[src/verilog/ebrc_pkg.sv]
// shared types and constants for the external bus ready cycle control block
// assumes a single 50 MHz system clock that also serves as the reference clock input
package ebrc_pkg;
	localparam int unsigned CLK_PERIOD_NS = 20;          // system clock period
	localparam int unsigned ADDR_W        = 24;          // external address width
	localparam int unsigned DATA_W        = 16;          // external data width
	localparam int unsigned LEN_W         = 6;           // wide enough for access length 32
	localparam int unsigned CNT_W         = 5;           // remaining units minus one
	localparam int unsigned SYNC_STAGES   = 2;           // async ready synchroniser depth
	localparam logic [LEN_W-1:0] AB_LEN_MIN = 6'h01;     // address setup, least units
	localparam logic [LEN_W-1:0] E_LEN_MIN  = 6'h01;     // access phase, least units
	localparam logic [LEN_W-1:0] E_LEN_MAX  = 6'h20;     // access phase, most units
	localparam logic [LEN_W-1:0] LEN_ZERO   = 6'h00;     // a phase that is skipped

	// one-hot cycle phase codes
	typedef enum logic [6:0] {
		ST_IDLE = 7'h01,
		ST_AB   = 7'h02,   // address setup
		ST_C    = 7'h04,   // command delay
		ST_D    = 7'h08,   // write data setup or tristate
		ST_E    = 7'h10,   // access, mandatory units
		ST_RDY  = 7'h20,   // ready-controlled wait units
		ST_F    = 7'h40    // address or write data hold
	} ebrc_state_t;

	// per-cycle timing and ready handling, taken with each request
	typedef struct packed {
		logic [LEN_W-1:0] ab_len;     // address setup units
		logic [LEN_W-1:0] c_len;      // command delay units
		logic [LEN_W-1:0] d_len;      // write data setup units
		logic [LEN_W-1:0] e_len;      // access_phase_length
		logic [LEN_W-1:0] f_len;      // hold units
		logic             rdy_en;     // access ended by ready handshake
		logic             rdy_pol;    // 1: ready active high, 0: active low
		logic             rdy_async;  // 1: ready passes through the synchroniser
	} ebrc_cfg_t;

	// one bus request
	typedef struct packed {
		logic [ADDR_W-1:0] addr;      // target address
		logic [DATA_W-1:0] wdata;     // write data
		logic              write;     // 1: write, 0: read
		logic              hi_en;     // drive high byte enable
	} ebrc_req_t;
endpackage : ebrc_pkg

[src/verilog/ebrc_top.sv]
// external bus cycle engine with ready-handshake wait states, demultiplexed pins
// assumes all inputs synchronous to REF_CLK_IN except the ready pin in async mode;
// one bus_phase_clock_unit equals one system clock
//
// Notes on behaviour
// RQ1 - five phases, each with programmed length
// RQ2 - access length optionally governed by ready
// RQ3 - read data caught on command end edge
// RQ4 - early address change never disturbs read data
// RQ5 - ready polarity is selectable
// RQ6 - synchronous ready gives the shortest cycle
// RQ7 - async ready adds a synchroniser, wait state
// RQ8 - partner holds async ready one period plus
// RQ9 - partner may drop ready after command ends
// RQ10 - partner drops ready before next sample point
// RQ11 - inactive ready inserts a wait, resample
// RQ12 - active ready ends the running cycle
// RQ13 - async sampling point later than sync
// RQ14 - ready ignored during mandatory access units
// RQ15 - two flip-flop synchroniser for async ready
`timescale 1ns/1ps
module ebrc_top
	import ebrc_pkg::*;
(
	input  wire logic              REF_CLK_IN,       // system and reference clock
	input  wire logic              RESET_N_IN,       // async reset, active low
	input  wire logic              REQ_VALID_IN,     // request offered
	input  wire ebrc_req_t         REQ_IN,           // request contents
	input  wire ebrc_cfg_t         CFG_IN,           // timing taken with the request
	output logic                   REQ_READY_OUT,    // engine idle, request taken
	output logic                   DONE_OUT,         // one-cycle pulse at cycle end
	output logic [DATA_W-1:0]      RD_DATA_OUT,      // captured read data
	output logic [ADDR_W-1:0]      ADDR_OUT,         // address pins
	output logic                   CS_N_OUT,         // chip select, active low
	output logic                   RD_N_OUT,         // read strobe, active low
	output logic                   WR_N_OUT,         // write strobe, active low
	output logic                   HIGH_BYTE_ENABLE_N_OUT, // high byte enable
	input  wire logic [DATA_W-1:0] DATA_IN,          // data pins, sensed
	output logic [DATA_W-1:0]      DATA_OUT,         // data pins, driven
	output logic                   DATA_OE_OUT,      // high while driving data
	input  wire logic              READY_IN          // ready handshake pin
);
	// state group
	ebrc_state_t        state_ff, nxt_state;   // cycle phase
	logic [CNT_W-1:0]   cnt_ff, nxt_cnt;       // units left in phase, minus one
	ebrc_cfg_t          cfg_ff, nxt_cfg;       // timing of the running cycle
	ebrc_req_t          req_ff, nxt_req;       // running request
	logic [DATA_W-1:0]  rdat_ff, nxt_rdat;     // captured read data
	logic               done_ff, nxt_done;     // end-of-cycle pulse
	// pin group
	logic               cs_n_ff, nxt_cs_n;     // chip select
	logic               rd_n_ff, nxt_rd_n;     // read strobe
	logic               wr_n_ff, nxt_wr_n;     // write strobe
	logic               oe_ff, nxt_oe;         // data drive enable
	// synchroniser group
	logic               sy1_ff, nxt_sy1;       // first stage, read only by sy2
	logic               sy2_ff, nxt_sy2;       // second stage
	// decision terms
	logic               raw_act;               // pin, polarity applied
	logic               syn_act;               // synchronised, polarity applied
	logic               sel_act;               // value at the active sampling point
	logic               end_e;                 // last mandatory access unit
	logic               finish;                // command ends at this edge

	// length of a phase as count minus one; zero-length phases never get here
	function automatic logic [CNT_W-1:0] len_of(input ebrc_state_t s, input ebrc_cfg_t c);
		logic [LEN_W-1:0] l;
		l = LEN_ZERO;
		case (s)
			ST_AB:   l = (c.ab_len < AB_LEN_MIN) ? AB_LEN_MIN : c.ab_len;
			ST_C:    l = c.c_len;
			ST_D:    l = c.d_len;
			ST_E:    l = (c.e_len < E_LEN_MIN) ? E_LEN_MIN :
				 (c.e_len > E_LEN_MAX) ? E_LEN_MAX : c.e_len;
			ST_F:    l = c.f_len;
			default: l = E_LEN_MIN;
		endcase
		len_of = CNT_W'(l - 6'h01);
	endfunction : len_of

	// first phase after s with nonzero length, in fixed phase order
	function automatic ebrc_state_t after(input ebrc_state_t s, input ebrc_cfg_t c);
		ebrc_state_t n;
		n = ST_IDLE;
		case (s)
			ST_AB:   n = (c.c_len != LEN_ZERO) ? ST_C : (c.d_len != LEN_ZERO) ? ST_D : ST_E;
			ST_C:    n = (c.d_len != LEN_ZERO) ? ST_D : ST_E;
			ST_D:    n = ST_E;
			ST_E,
			ST_RDY:  n = (c.f_len != LEN_ZERO) ? ST_F : ST_IDLE;
			default: n = ST_IDLE;
		endcase
		after = n;
	endfunction : after

	// ready terms; polarity applied after the synchroniser so the first stage
	// sees nothing but the pin
	always_comb begin
		raw_act = (READY_IN == cfg_ff.rdy_pol);                       // [RQ5]
		syn_act = (sy2_ff == cfg_ff.rdy_pol);                         // [RQ5]
		sel_act = cfg_ff.rdy_async ? syn_act : raw_act;               // [RQ13]
		end_e   = (state_ff == ST_E) && (cnt_ff == '0);
	end

	// synchroniser next values
	always_comb begin
		nxt_sy1 = READY_IN;                                           // [RQ15]
		nxt_sy2 = sy1_ff;                                             // [RQ15]
	end

	// cycle sequencer
	always_comb begin
		nxt_state = state_ff;
		nxt_cnt   = cnt_ff;
		nxt_cfg   = cfg_ff;
		nxt_req   = req_ff;
		nxt_rdat  = rdat_ff;
		nxt_done  = 1'b0;
		finish    = 1'b0;
		case (state_ff)
			ST_IDLE: begin
				if (REQ_VALID_IN) begin
					nxt_cfg   = CFG_IN;
					nxt_req   = REQ_IN;
					nxt_state = ST_AB;
					nxt_cnt   = len_of(ST_AB, CFG_IN);              // [RQ1]
				end
			end
			ST_AB, ST_C, ST_D, ST_F: begin
				if (cnt_ff != '0) begin
					nxt_cnt = cnt_ff - 1'b1;                        // [RQ1]
				end else begin
					nxt_state = after(state_ff, cfg_ff);            // [RQ1]
					nxt_cnt   = len_of(nxt_state, cfg_ff);
					nxt_done  = (state_ff == ST_F);
				end
			end
			ST_E: begin
				// ready is not looked at before the mandatory units run out
				if (cnt_ff != '0) begin
					nxt_cnt = cnt_ff - 1'b1;                        // [RQ14]
				end else if (!cfg_ff.rdy_en) begin
					finish = 1'b1;                                  // [RQ2]
				end else if (cfg_ff.rdy_async) begin
					nxt_state = ST_RDY;                             // [RQ7]
				end else if (raw_act) begin
					finish = 1'b1;                                  // [RQ6] [RQ12]
				end else begin
					nxt_state = ST_RDY;                             // [RQ11]
				end
			end
			ST_RDY: begin
				if (sel_act) begin
					finish = 1'b1;                                  // [RQ12]
				end
			end
			default: begin
				nxt_state = ST_IDLE;
			end
		endcase
		if (finish) begin
			// read data taken on the same edge that lifts the strobe; the
			// address is never looked at, so changing it early is harmless
			if (!req_ff.write) begin
				nxt_rdat = DATA_IN;                                 // [RQ3] [RQ4]
			end
			nxt_state = after(state_ff, cfg_ff);
			nxt_cnt   = len_of(nxt_state, cfg_ff);
			nxt_done  = (nxt_state == ST_IDLE);
		end
	end

	// pin levels follow the phase being entered, so strobes change on phase edges
	always_comb begin
		nxt_cs_n = (nxt_state == ST_IDLE);
		nxt_rd_n = !(!nxt_req.write && ((nxt_state == ST_E) || (nxt_state == ST_RDY)));
		nxt_wr_n = !(nxt_req.write && ((nxt_state == ST_E) || (nxt_state == ST_RDY)));
		nxt_oe   = nxt_req.write && (nxt_state inside {ST_D, ST_E, ST_RDY, ST_F});
	end

	// registers only
	always_ff @(posedge REF_CLK_IN or negedge RESET_N_IN) begin
		if (!RESET_N_IN) begin
			state_ff <= ST_IDLE;
			cnt_ff   <= '0;
			cfg_ff   <= '0;
			req_ff   <= '0;
			rdat_ff  <= '0;
			done_ff  <= 1'b0;
			cs_n_ff  <= 1'b1;
			rd_n_ff  <= 1'b1;
			wr_n_ff  <= 1'b1;
			oe_ff    <= 1'b0;
			sy1_ff   <= 1'b0;
			sy2_ff   <= 1'b0;
		end else begin
			state_ff <= nxt_state;
			cnt_ff   <= nxt_cnt;
			cfg_ff   <= nxt_cfg;
			req_ff   <= nxt_req;
			rdat_ff  <= nxt_rdat;
			done_ff  <= nxt_done;
			cs_n_ff  <= nxt_cs_n;
			rd_n_ff  <= nxt_rd_n;
			wr_n_ff  <= nxt_wr_n;
			oe_ff    <= nxt_oe;
			sy1_ff   <= nxt_sy1;
			sy2_ff   <= nxt_sy2;
		end
	end

	// outputs
	always_comb begin
		REQ_READY_OUT          = (state_ff == ST_IDLE);
		DONE_OUT               = done_ff;
		RD_DATA_OUT            = rdat_ff;
		ADDR_OUT               = req_ff.addr;
		CS_N_OUT               = cs_n_ff;
		RD_N_OUT               = rd_n_ff;
		WR_N_OUT               = wr_n_ff;
		HIGH_BYTE_ENABLE_N_OUT = cs_n_ff | !req_ff.hi_en;
		DATA_OUT               = req_ff.wdata;
		DATA_OE_OUT            = oe_ff;
	end

	// checks
	phase_order_a: assert property (@(posedge REF_CLK_IN) disable iff (!RESET_N_IN) // [RQ1]
		(state_ff == ST_E) && ($past(state_ff) != ST_E) |->
		$past(state_ff) inside {ST_AB, ST_C, ST_D})
		else $error("access phase entered out of order");
	read_capture_a: assert property (@(posedge REF_CLK_IN) disable iff (!RESET_N_IN) // [RQ3]
		finish && !req_ff.write |=> (rdat_ff == $past(DATA_IN)) && rd_n_ff)
		else $error("read data not caught with strobe rise");
	read_hold_a: assert property (@(posedge REF_CLK_IN) disable iff (!RESET_N_IN) // [RQ4]
		!finish |=> $stable(rdat_ff))
		else $error("read data changed outside command end");
	sync_short_a: assert property (@(posedge REF_CLK_IN) disable iff (!RESET_N_IN) // [RQ6]
		end_e && cfg_ff.rdy_en && !cfg_ff.rdy_async && (READY_IN == cfg_ff.rdy_pol)
		|=> state_ff != ST_RDY ##1 state_ff != ST_RDY)
		else $error("sync ready did not end the cycle at once");
	async_wait_a: assert property (@(posedge REF_CLK_IN) disable iff (!RESET_N_IN) // [RQ7]
		end_e && cfg_ff.rdy_en && cfg_ff.rdy_async |=> state_ff == ST_RDY)
		else $error("async ready skipped its wait state");
	wait_insert_a: assert property (@(posedge REF_CLK_IN) disable iff (!RESET_N_IN) // [RQ11]
		(state_ff == ST_RDY) && !sel_act |=> (state_ff == ST_RDY) && (!rd_n_ff || !wr_n_ff))
		else $error("inactive ready did not extend the cycle");
	ready_end_a: assert property (@(posedge REF_CLK_IN) disable iff (!RESET_N_IN) // [RQ12]
		(state_ff == ST_RDY) && sel_act |=> rd_n_ff && wr_n_ff)
		else $error("active ready did not end the command");
	async_point_a: assert property (@(posedge REF_CLK_IN) disable iff (!RESET_N_IN) // [RQ13]
		(state_ff == ST_RDY) && cfg_ff.rdy_async && ($past(READY_IN, 2) != cfg_ff.rdy_pol)
		|=> state_ff == ST_RDY)
		else $error("async ready sampled before synchroniser");
	mand_units_a: assert property (@(posedge REF_CLK_IN) disable iff (!RESET_N_IN) // [RQ14]
		(state_ff == ST_E) && (cnt_ff != '0) |=> state_ff == ST_E)
		else $error("ready used during mandatory access units");
	sync_chain_a: assert property (@(posedge REF_CLK_IN) disable iff (!RESET_N_IN) // [RQ15]
		##2 sy2_ff == $past(READY_IN, 2))
		else $error("ready synchroniser is not two stages");
endmodule : ebrc_top

[config.mk]
export PLATFORM = sky130hd
export DESIGN_NAME = ebrc_top
export DESIGN_NICKNAME = d
export VERILOG_FILES = /design/src/verilog/ebrc_pkg.sv /design/src/verilog/ebrc_top.sv
export SDC_FILE = /design/constraint.sdc
export NUM_CORES = 1
export LEC_CHECK = 0
export ABC_AREA = 1
export BUFFER_PORTS_ARGS = -buffer_cell sky130_fd_sc_hd__buf_2
export CAP_MARGIN = 20
export CORE_MARGIN = 4
export CORE_UTILIZATION = 30
export CTS_BUF_LIST = sky130_fd_sc_hd__clkbuf_16
export CTS_CLUSTER_DIAMETER = 80
export DETAILED_ROUTE_END_ITERATION = 7
export HOLD_SLACK_MARGIN = 0.1
export PLACE_DENSITY_LB_ADDON = 0.25
export SYNTH_ARGS = -nofsm -noshare
export SYNTH_HDL_FRONTEND = slang
export SYNTH_SLANG_ARGS = --single-unit
export TNS_END_PERCENT = 1
[constraint.sdc]
create_clock -name REF_CLK_IN -period 2.8 [get_ports REF_CLK_IN]
set_clock_uncertainty 0.15 [all_clocks]
set_input_delay 0 -clock REF_CLK_IN [delete_from_list [all_inputs] [get_ports REF_CLK_IN]]
set_output_delay 0 -clock REF_CLK_IN [all_outputs]
set_load 0.05 [all_outputs]
Yosys cells after proc, flatten, opt, wreduce, memory -nomap -nowiden:

Index checks and enable logic that the tools add are counted.

* register bits after elaboration: 110
* input port bits: 95
* output and inout port bits: 63
* word-level logic and storage cells: 121

* $add $sub $neg: 4
* order comparisons: 4
* equal/unequal tests: 27
* muxes and demuxes: 43
* bitwise logic cells: 2
* reduce and logical (&&, ||, !) cells: 19

Operator list (count)
* $mux W7: 12
* $mux W5: 14
* $pmux W7 S4: 2
* $pmux W5 S5: 2
* $eq A7 B4 Y1 const B: 4
* $eq A7 B5 Y1 const B: 4
* $eq A7 B7 Y1 const B: 4
* $eq A7 B1 Y1 const B: 3
* $eq A7 B2 Y1 const B: 3
* $eq A7 B3 Y1 const B: 3
* $sub A5 B1 Y5 const B: 4
* $lt A6 B1 Y1 const B: 3
* $reduce_bool A6 Y1: 3
* $pmux W5 S3: 1
* $eq A7 B6 Y1 const B: 2
* $mux W1: 9
* $reduce_bool A4 Y1: 2
* $gt A6 B6 Y1 const B: 1
* $ne A3 B2 Y1 const B: 2
* $reduce_bool A5 Y1: 1
* $logic_not A1 Y1: 4
* $mux W2: 2
* $reduce_and A2 Y1: 2
* $reduce_or A4 Y1: 1
* other kinds (8): 11

Longest topological paths before layout:

Gate-level depths: netlist of run 1.

* depth in word-level cells: 14
* depth in mapped cells: 20
* depth with buffers taken out: 20

Worst setup path after synthesis of run 1:

Ideal clock, no wire load.

* path type: reg2reg
* start point: register state_ff[0]
* end point: register req_ff, in the netlist ADDR_OUT[0]
* setup time: 0.128 ns
* data arrival time: 2.198 ns
* data required time: 2.522 ns
* setup slack: 0.325 ns
* stages on the path, launching flop included: 7
* buffers on the path: 2
* path through: dfstp_2 -> inv_2 -> nor4_4 -> nand2_2 -> buf_4 -> buf_2 -> mux2_1

* cells in the longest elaborated chain, start to end: 2

Ends and longest elaborated chain
* start: declaration: line ebrc_top.sv:44 `ebrc_state_t state_ff, nxt_state;`
* start signal: assignment: line ebrc_top.sv:197 `state_ff <= nxt_state;`
* $eq A7 B1 Y1
* net REQ_READY_OUT: line ebrc_top.sv:30 `output logic REQ_READY_OUT,`
* $reduce_and A2 Y1 (no line)
* end signal: assignment: line ebrc_top.sv:200 `req_ff <= nxt_req;`
* end: declaration: line ebrc_top.sv:47 `ebrc_req_t req_ff, nxt_req;`

The timed path passes the listed nets, and every way through them passes these cells.
A chain may end at the register's enable or synchronous reset.

==> impl_results.md, run 1 <==
* Critical Path End Type: flip-flop
* Peak VDD IR at ~0.00065 V
* Die height at about 140 um
* Slew HR at 51.33%
* Setup WS post-layout at 0.3054 ns
* Initial antenna violation count at 1
* Nets at between 800 and 900
* Starting Density at around 31%
* WL final at approximately 13 mm
* Yosys warns at 0
* Synth area leader: dfrtp_1
* Io pins at approximately 160
* Min Tclk post-route at between 2 and 2.5 ns
* CTS H-tree depth at 3
* Clk root buf: clkbuf_16
* Hold Path Class: primary input to asynchronous set/reset pin
* Number of global-route vias before repair at ~4,400
* F_max at 0.4009 GHz
* Cells after Synth at approximately 480
* Share of Yosys cell area claimed by the top area cell type at between 40% and 50%
* Sequential fraction of the synthesis area at between 50 and 60%
* Static leakage at roughly 3.6 nW
* Pwr dens at approximately 960 nW/um^2
* Commonest non-fill, non-tap cell in the layout: buf_2
* Most frequent cells in the layout: buf_2 (156), dlygate4sd3_1 (105), dfrtp_1 (100)
* Cells after DPL at about 800
* First-pass DRT Iterations at 4
* Routability congestion estimate at roughly 0.86
* Synth cell types at 39
* ANT nets after route at 0
* CP Data Required Time at 2.93 ns
* Die footprint at 19,090 um^2
* Total CTS buffers at 9
* Total congestion overflow at 0
* Initial DRC Count at between 100 and 150
* Total number of vias at 4,056
* Wirelength per Cell at roughly 14 um
* Row cnt at between 40 and 50
* Slew @ Worst Pin at between 0.7 and 0.8 ns
* Dpl ws at about 0.30 ns
* Post-synthesis register bit count at about 100
* Drt drc at 0
* Syn avg cell area at around 11 um^2
* Crit path launch type: flip-flop
* Crit share post-route at 89.09%
* Status: finished, final reports clean
* Syn nets at 574
* Crit Path Max Fanout at 16
* CP delay by family, top: simple AND/OR/NAND/NOR gates
* Largest net degree at the start of global routing at 55
* Core ar. at 16,580 um^2
* Synthesized area at slightly above 5000 um^2
* Max incr delay on CP at roughly 0.55 ns
* Clock sink total at 104
* Arrival time at the worst endpoint at about 2.6 ns
* Final setup fails at 0
* Filler Cell Count at around 1,600
* Reg clk slew, reported paths at around 0.080 ns
* P&R area growth vs syn at 42.89%
* Max_cap viols at 0
* Clk_lat worst skew at 0.35 ns
* CTS max path bufs at 2
* Area of the multi-input gates at between 1500 and 2000 um^2
* Buffers added on ports at ~160
* Hold Vio Cnt, Final at 0
* First-pass GRT wire length at around 22 mm
* DP HPWL at 9.147 mm
* Ratio of cells with drive above 1 in the final layout at between 40% and 50%
* GRT Total Usage at between 10% and 20%
* Ranking of synthesized cells by area: dfrtp_1 (49%), mux2_2 (14%), buf_4 (6.1%), nand2_1 (4.8%), mux2_1 (3.3%)
* Sequential cell area at 2608 um^2
* Vias per cell at approximately 4.3
* CTS tree: built
* Slew Limit Fails at 0
* Worst path buffer plus inverter count at 2
* Non-Filler Instances at approximately 930
* Die width at 138.2 um
* CP max stage cell: dlygate4sd3_1
* Cell chain of the critical path: nor2_4 > inv_2 > nor4_4 > nand2_4 > nor2_1 > dlygate4sd3_1 > a21oi_1 > or2_1
* Critical path type: flip-flop to flip-flop
[sequential cells by signal, indices dropped and copies added (netlist names)]
register	count
cfg_ff	27
cnt_ff	5
req_ff	2
DATA_OUT	16
nxt_sy2	1
ADDR_OUT	24
state_ff	7
DATA_OE_OUT	1
sy2_ff	1
RD_DATA_OUT	16
RD_N_OUT	1
DONE_OUT	1
CS_N_OUT	1
WR_N_OUT	1
[Yosys cell counts]
master and count:
dfrtp_1 100, o21ai_0 4, a22oi_1 1, a31oi_4 1
dfstp_2 4, nor2_2 4, nand3_2 2, o22ai_1 4
nor2_1 34, xnor2_1 3, nand2_1 65, nand2_4 2
buf_2 1, o31ai_1 1, nor2_4 6, buf_4 41
o21bai_1 1, nand2_2 5, clkbuf_1 6, mux2_1 15
o21a_1 1, nor4_4 1, o211ai_2 2, o21ai_1 5
or2_0 1, xor2_1 4, ha_1 3, buf_6 1
o211ai_1 4, a21oi_1 14, nor3_1 2, nand4_1 2
nor4_2 1, or2_1 2, inv_1 34, mux2_2 62
inv_2 11, a21oi_2 1, nand3_1 25
[worst reg2reg max path, delay by kind of cell (launching register included)]
| family | cells | cell delay, ns |
|---|---|---|
| simple gates | 5 | 1.16 |
| buf+inv | 2 | 0.61 |
| flops | 1 | 0.44 |
| compound gates | 1 | 0.07 |
[timing repair]
item                       CTS  global route
hold endpoints to repair   181             0
setup buffers                0             2
hold buffers               105             0
setup endpoints to repair    0             2
resized for setup            0             6
[final timing paths]
| path | startpoint | cells after the start | slack (ns) | to |
|---|---|---|---|---|
| max | state_ff[2] | 8 | 0.31 | RD_N_OUT |
| min | RESET_N_IN | 2 | 0.11 | ADDR_OUT[7] |
| max reg2reg | state_ff[2] | 8 | 0.31 | RD_N_OUT |
| min reg2reg | nxt_sy2 | 0 | 0.21 | sy2_ff |
| max in group asynchronous | RESET_N_IN | 3 | 1.67 | DATA_OUT[12] |
| min in group REF_CLK_IN | CFG_IN[28] | 7 | 0.14 | cnt_ff[0] |
[metal layers]
metal | GRT usage [%] | vias to the layer above | share of wire [%]
met5 | 0 | - | 0
met4 | 3.276 | 0 | 1.2
met3 | 5.559 | 15 | 7.7
met2 | 22.51 | 135 | 47
met1 | 17.57 | 1918 | 44
li1 | - | 1988 | -
[stage by stage]
stage	TNS, ns	area (um^2)	utilization [%]	total power, W	hold WS, ns
after global placement	0	5867	35.38	0.005479	-0.03916
after CTS	0	7219	43.53	0.007083	0.1004
after detailed placement	0	5867	35.38	0.005529	-0.03385
after floorplan	0	5082	-	0.005178	-0.4456
final	0	7262	43.79	0.007006	0.1089
after global routing	-0.001997	7262	43.79	0.007455	0.1543
[power by group]
part	total [W]	internal (W)	switching, W
registers	0.00243	0.00208	0.000351
logic	0.00330	0.00121	0.00209
clock network	0.00127	0.000634	0.000640
total	0.00701	0.00393	0.00308
[layout make-up]
cell class                      instances  share of cell area, %
Multi-Input combinational cell        278                  27.39
Sequential cell                       104                  35.91
Tap cell                              220                  3.790
Clock buffer                            9                  3.101
Timing Repair Buffer                  269                  26.40
Inverter                               45                  2.326
Clock inverter                          7                  1.051
Antenna cell                            1                0.03446
[kinds of logic (layout without fill, tap and decap cells)]
kind of cell,Yosys count,in the layout,share of synthesized area (%)
mux,77,77,17.06
other cells,0,1,0
compound gates,39,39,5.022
xor+xnor,7,7,1.206
fa+ha+maj,3,3,0.7386
simple gates,152,152,14.52
flops,104,104,51.30
buf+inv,94,330,10.14
No activity file was read; power rests on OpenSTA's default activity.
==> run 2, diff against run 1 <==
==> constraint.sdc (replaced) <==
create_clock -name REF_CLK_IN -period 2.8 [get_ports REF_CLK_IN]
set_clock_uncertainty 0.15 [all_clocks]
set_input_delay 0.28 -clock REF_CLK_IN [delete_from_list [all_inputs] [get_ports REF_CLK_IN]]
set_output_delay 0.28 -clock REF_CLK_IN [all_outputs]
set_load 0.05 [all_outputs]
==> run 2 against run 1 <==
  * Maximum frequency decreased by 3.0%
  * Via count decreased by 1.4%
  * First-iteration DRC count increased by 9.9%
  * Wire length decreased by 1.7%
  * Critical path type is now primary input to flip-flop
  * Critical endpoint is now RD_DATA_OUT[4]
==> impl_results.md, run 2 (synthesis gave the netlist of run 1 again) <==
* Status: finished, final reports clean (unchanged)
* GRT Total Usage at 13.56% (was 13.91%)
* Crit Path Max Fanout at 16 (unchanged)
* Cell area after layout at 7047 um^2 (was 7262 um^2)
* Clk_lat worst skew at 0.35 ns (about the same)
* Initial DRC Count at 111 (was 101)
* Clock sink total at 104 (unchanged)
* Largest register by flop count: cfg_ff (unchanged)
* Pwr dens at 967.6 nW/um^2 (was 964.8 nW/um^2)
* ANT nets after route at 0 (unchanged)
* Peak VDD IR at 0.0006684 V (was 0.0006533 V)
* CP endpoint: RD_DATA_OUT[4] (was RD_N_OUT)
* Unrepaired setup endpoints after global routing: false
* WL final at 12.68 mm (was 12.90 mm)
* Core ar. at 16,580 um^2 (unchanged)
* Final setup fails at 0 (unchanged)
* Total congestion overflow at 0 (unchanged)
* Buffers added on ports at 157 (unchanged)
* Switch Pwr at 0.003034 W (was 0.003079 W)
* CTS max path bufs at 2 (unchanged)
* Clk root buf: clkbuf_16 (unchanged)
* Crit path from: READY_IN (was state_ff[2])
* Static leakage at 3.528 nW (was 3.625 nW)
* Ratio of cells with drive above 1 in the final layout at 40.75% (was 40.03%)
* Most frequent cells in the layout: buf_2 (156), dfrtp_1 (100), dlygate4sd3_1 (87) (was buf_2 (156), dlygate4sd3_1 (105), dfrtp_1 (100))
* Number of global-route vias before repair at 4,406 (was 4,444)
* Seq pwr share at 35.7% (was 34.7%)
* Total Power at 0.006818 W (was 0.007006 W)
* CTS H-tree depth at 3 (unchanged)
* Internal power at 0.003784 W (was 0.003927 W)
* Routability congestion estimate at 0.8537 (was 0.8607)
* Die footprint at 19,090 um^2 (unchanged)
* Wirelength per Cell at 13.88 um (was 13.83 um)
* Total number of vias at 4,000 (was 4,056)
* Power share of the clock group at 18.2% (about the same)
* P&R area growth vs syn at 38.65% (was 42.89%)
* Switch share at 44.50% (was 43.95%)
* Io pins at 158 (unchanged)
* CP Data Required Time at 2.89 ns (was 2.93 ns)
* Die height at 138.2 um (unchanged)
* Starting Density at 30.65% (unchanged)
* Vias per cell at 4.381 (was 4.347)
* Arrival time at the worst endpoint at 2.66 ns (was 2.63 ns)
* Placed cell areas at 5859 um^2 (was 5867 um^2)
* Nets at 785 (was 805)
* First-pass DRT Iterations at 4 (unchanged)
* Commonest non-fill, non-tap cell in the layout: buf_2 (unchanged)
* Die width at 138.2 um (unchanged)
* Min Tclk post-route at 2.571 ns (was 2.495 ns)
* Critical path type: primary input to flip-flop (was flip-flop to flip-flop)
* Final setup TNS at 0 ns (unchanged)
* Row cnt at 47 (unchanged)
* F_max at 0.3889 GHz (was 0.4009 GHz)
* WHS at 0.2047 ns (was 0.1089 ns)
* Flop2flop setup slack at 0.32 ns (was 0.31 ns)
* Comb pwr share at 46.1% (was 47.1%)
* Total CTS buffers at 9 (unchanged)
* Initial antenna violation count at 1 (unchanged)
* Crit share post-route at 91.83% (was 89.09%)
* Drt drc at 0 (unchanged)
* DP HPWL at 9.213 mm (was 9.147 mm)
* Reg-to-Reg End: cnt_ff[2] (was RD_N_OUT)
* Slew Limit Fails at 0 (unchanged)
* Hold Path Class: flip-flop to flip-flop (was primary input to asynchronous set/reset pin)
* Max_cap viols at 0 (unchanged)
* CTS tree: built (unchanged)
* Max FFs per register at 27 (unchanged)
* Slew HR at 65.09% (was 51.33%)
* R2R cell count at 16 (was 8)
* Hold Vio Cnt, Final at 0 (unchanged)
* Critical Path End Type: flip-flop (unchanged)
* Largest net degree at the start of global routing at 68 (was 55)
* Reg clk slew, reported paths at 0.08 ns (about the same)
* First-pass GRT wire length at 21.61 mm (was 21.91 mm)
* Slew @ Worst Pin at 0.5237 ns (was 0.7300 ns)
* Reg2reg start: state_ff[5] (was state_ff[2])
* Crit path launch type: primary input (was flip-flop)
run 2: cell count changes in the layout (fill, tap and decap cells not counted), sizes merged:
| cell | previous run | this run |
|---|---|---|
| dlygate4sd3 | 105 | 87 |
| buf | 164 | 162 |
| clkinvlp | 0 | 2 |
| inv | 48 | 46 |
run 2: layer usage:
layer  GRT usage (%)  vias up  part of all wire, %
met5               0        -                    0
met4           3.588        0                  1.3
met3           4.731       15                  7.2
met2           22.30      134                   47
met1           17.08     1900                   44
li1                -     1951                    -
run 2: worst min path at each step:
stage | to | startpoint | depth (start not counted)
5_1_grt | sy2_ff | nxt_sy2 | 0
3_5_place_dp | ADDR_OUT[12] | RESET_N_IN | 1
3_3_place_gp | ADDR_OUT[13] | RESET_N_IN | 1
2_1_floorplan | ADDR_OUT[0] | RESET_N_IN | 0
6_report | sy2_ff | nxt_sy2 | 0
4_1_cts | sy2_ff | nxt_sy2 | 0
run 2: final cells by class:
| class | instances | area, um^2 |
|---|---|---|
| Clock inverter | 7 | 68.82 |
| Multi-Input combinational cell | 278 | 1977 |
| Tap cell | 220 | 275.3 |
| Sequential cell | 104 | 2608 |
| Timing Repair Buffer | 249 | 1722 |
| Clock buffer | 9 | 225.2 |
| Fill cell | 1628 | 9537 |
| Antenna cell | 1 | 2.502 |
| Inverter | 45 | 168.9 |
run 2: through the flow:
step                setup WS [ns]  utilization, %  std cells
floorplan                  0.3247               -        476
global placement           0.3909           35.33        808
detailed placement         0.2906           35.33        808
CTS                        0.2128           42.36        911
global route             0.005310           42.49        913
finish                     0.2289           42.49        913
run 2: power by group through the flow:
stage	Sequential (W)	Clock, W	Combinational [W]
2_1_floorplan	0.00238	0	0.00280
3_3_place_gp	0.00244	0	0.00304
3_5_place_dp	0.00245	0	0.00308
4_1_cts	0.00243	0.00130	0.00318
5_1_grt	0.00250	0.00136	0.00339
6_report	0.00243	0.00124	0.00314
run 2: what timing repair did:
action                                  CTS  global route
hold buffers                             87             0
setup buffers                             0             1
endpoints found under the hold margin   121             0
gates resized for setup                   0             3
endpoints found under the setup margin    0             2
run 2: critical path, cell delays in order:
cell	delay (ns)
dlygate4sd3_1	0.53
buf_2	0.14
o21ai_0	0.43
nand2_1	0.18
a31oi_4	0.34
inv_2	0.17
nand2_4	0.22
mux2_2	0.37
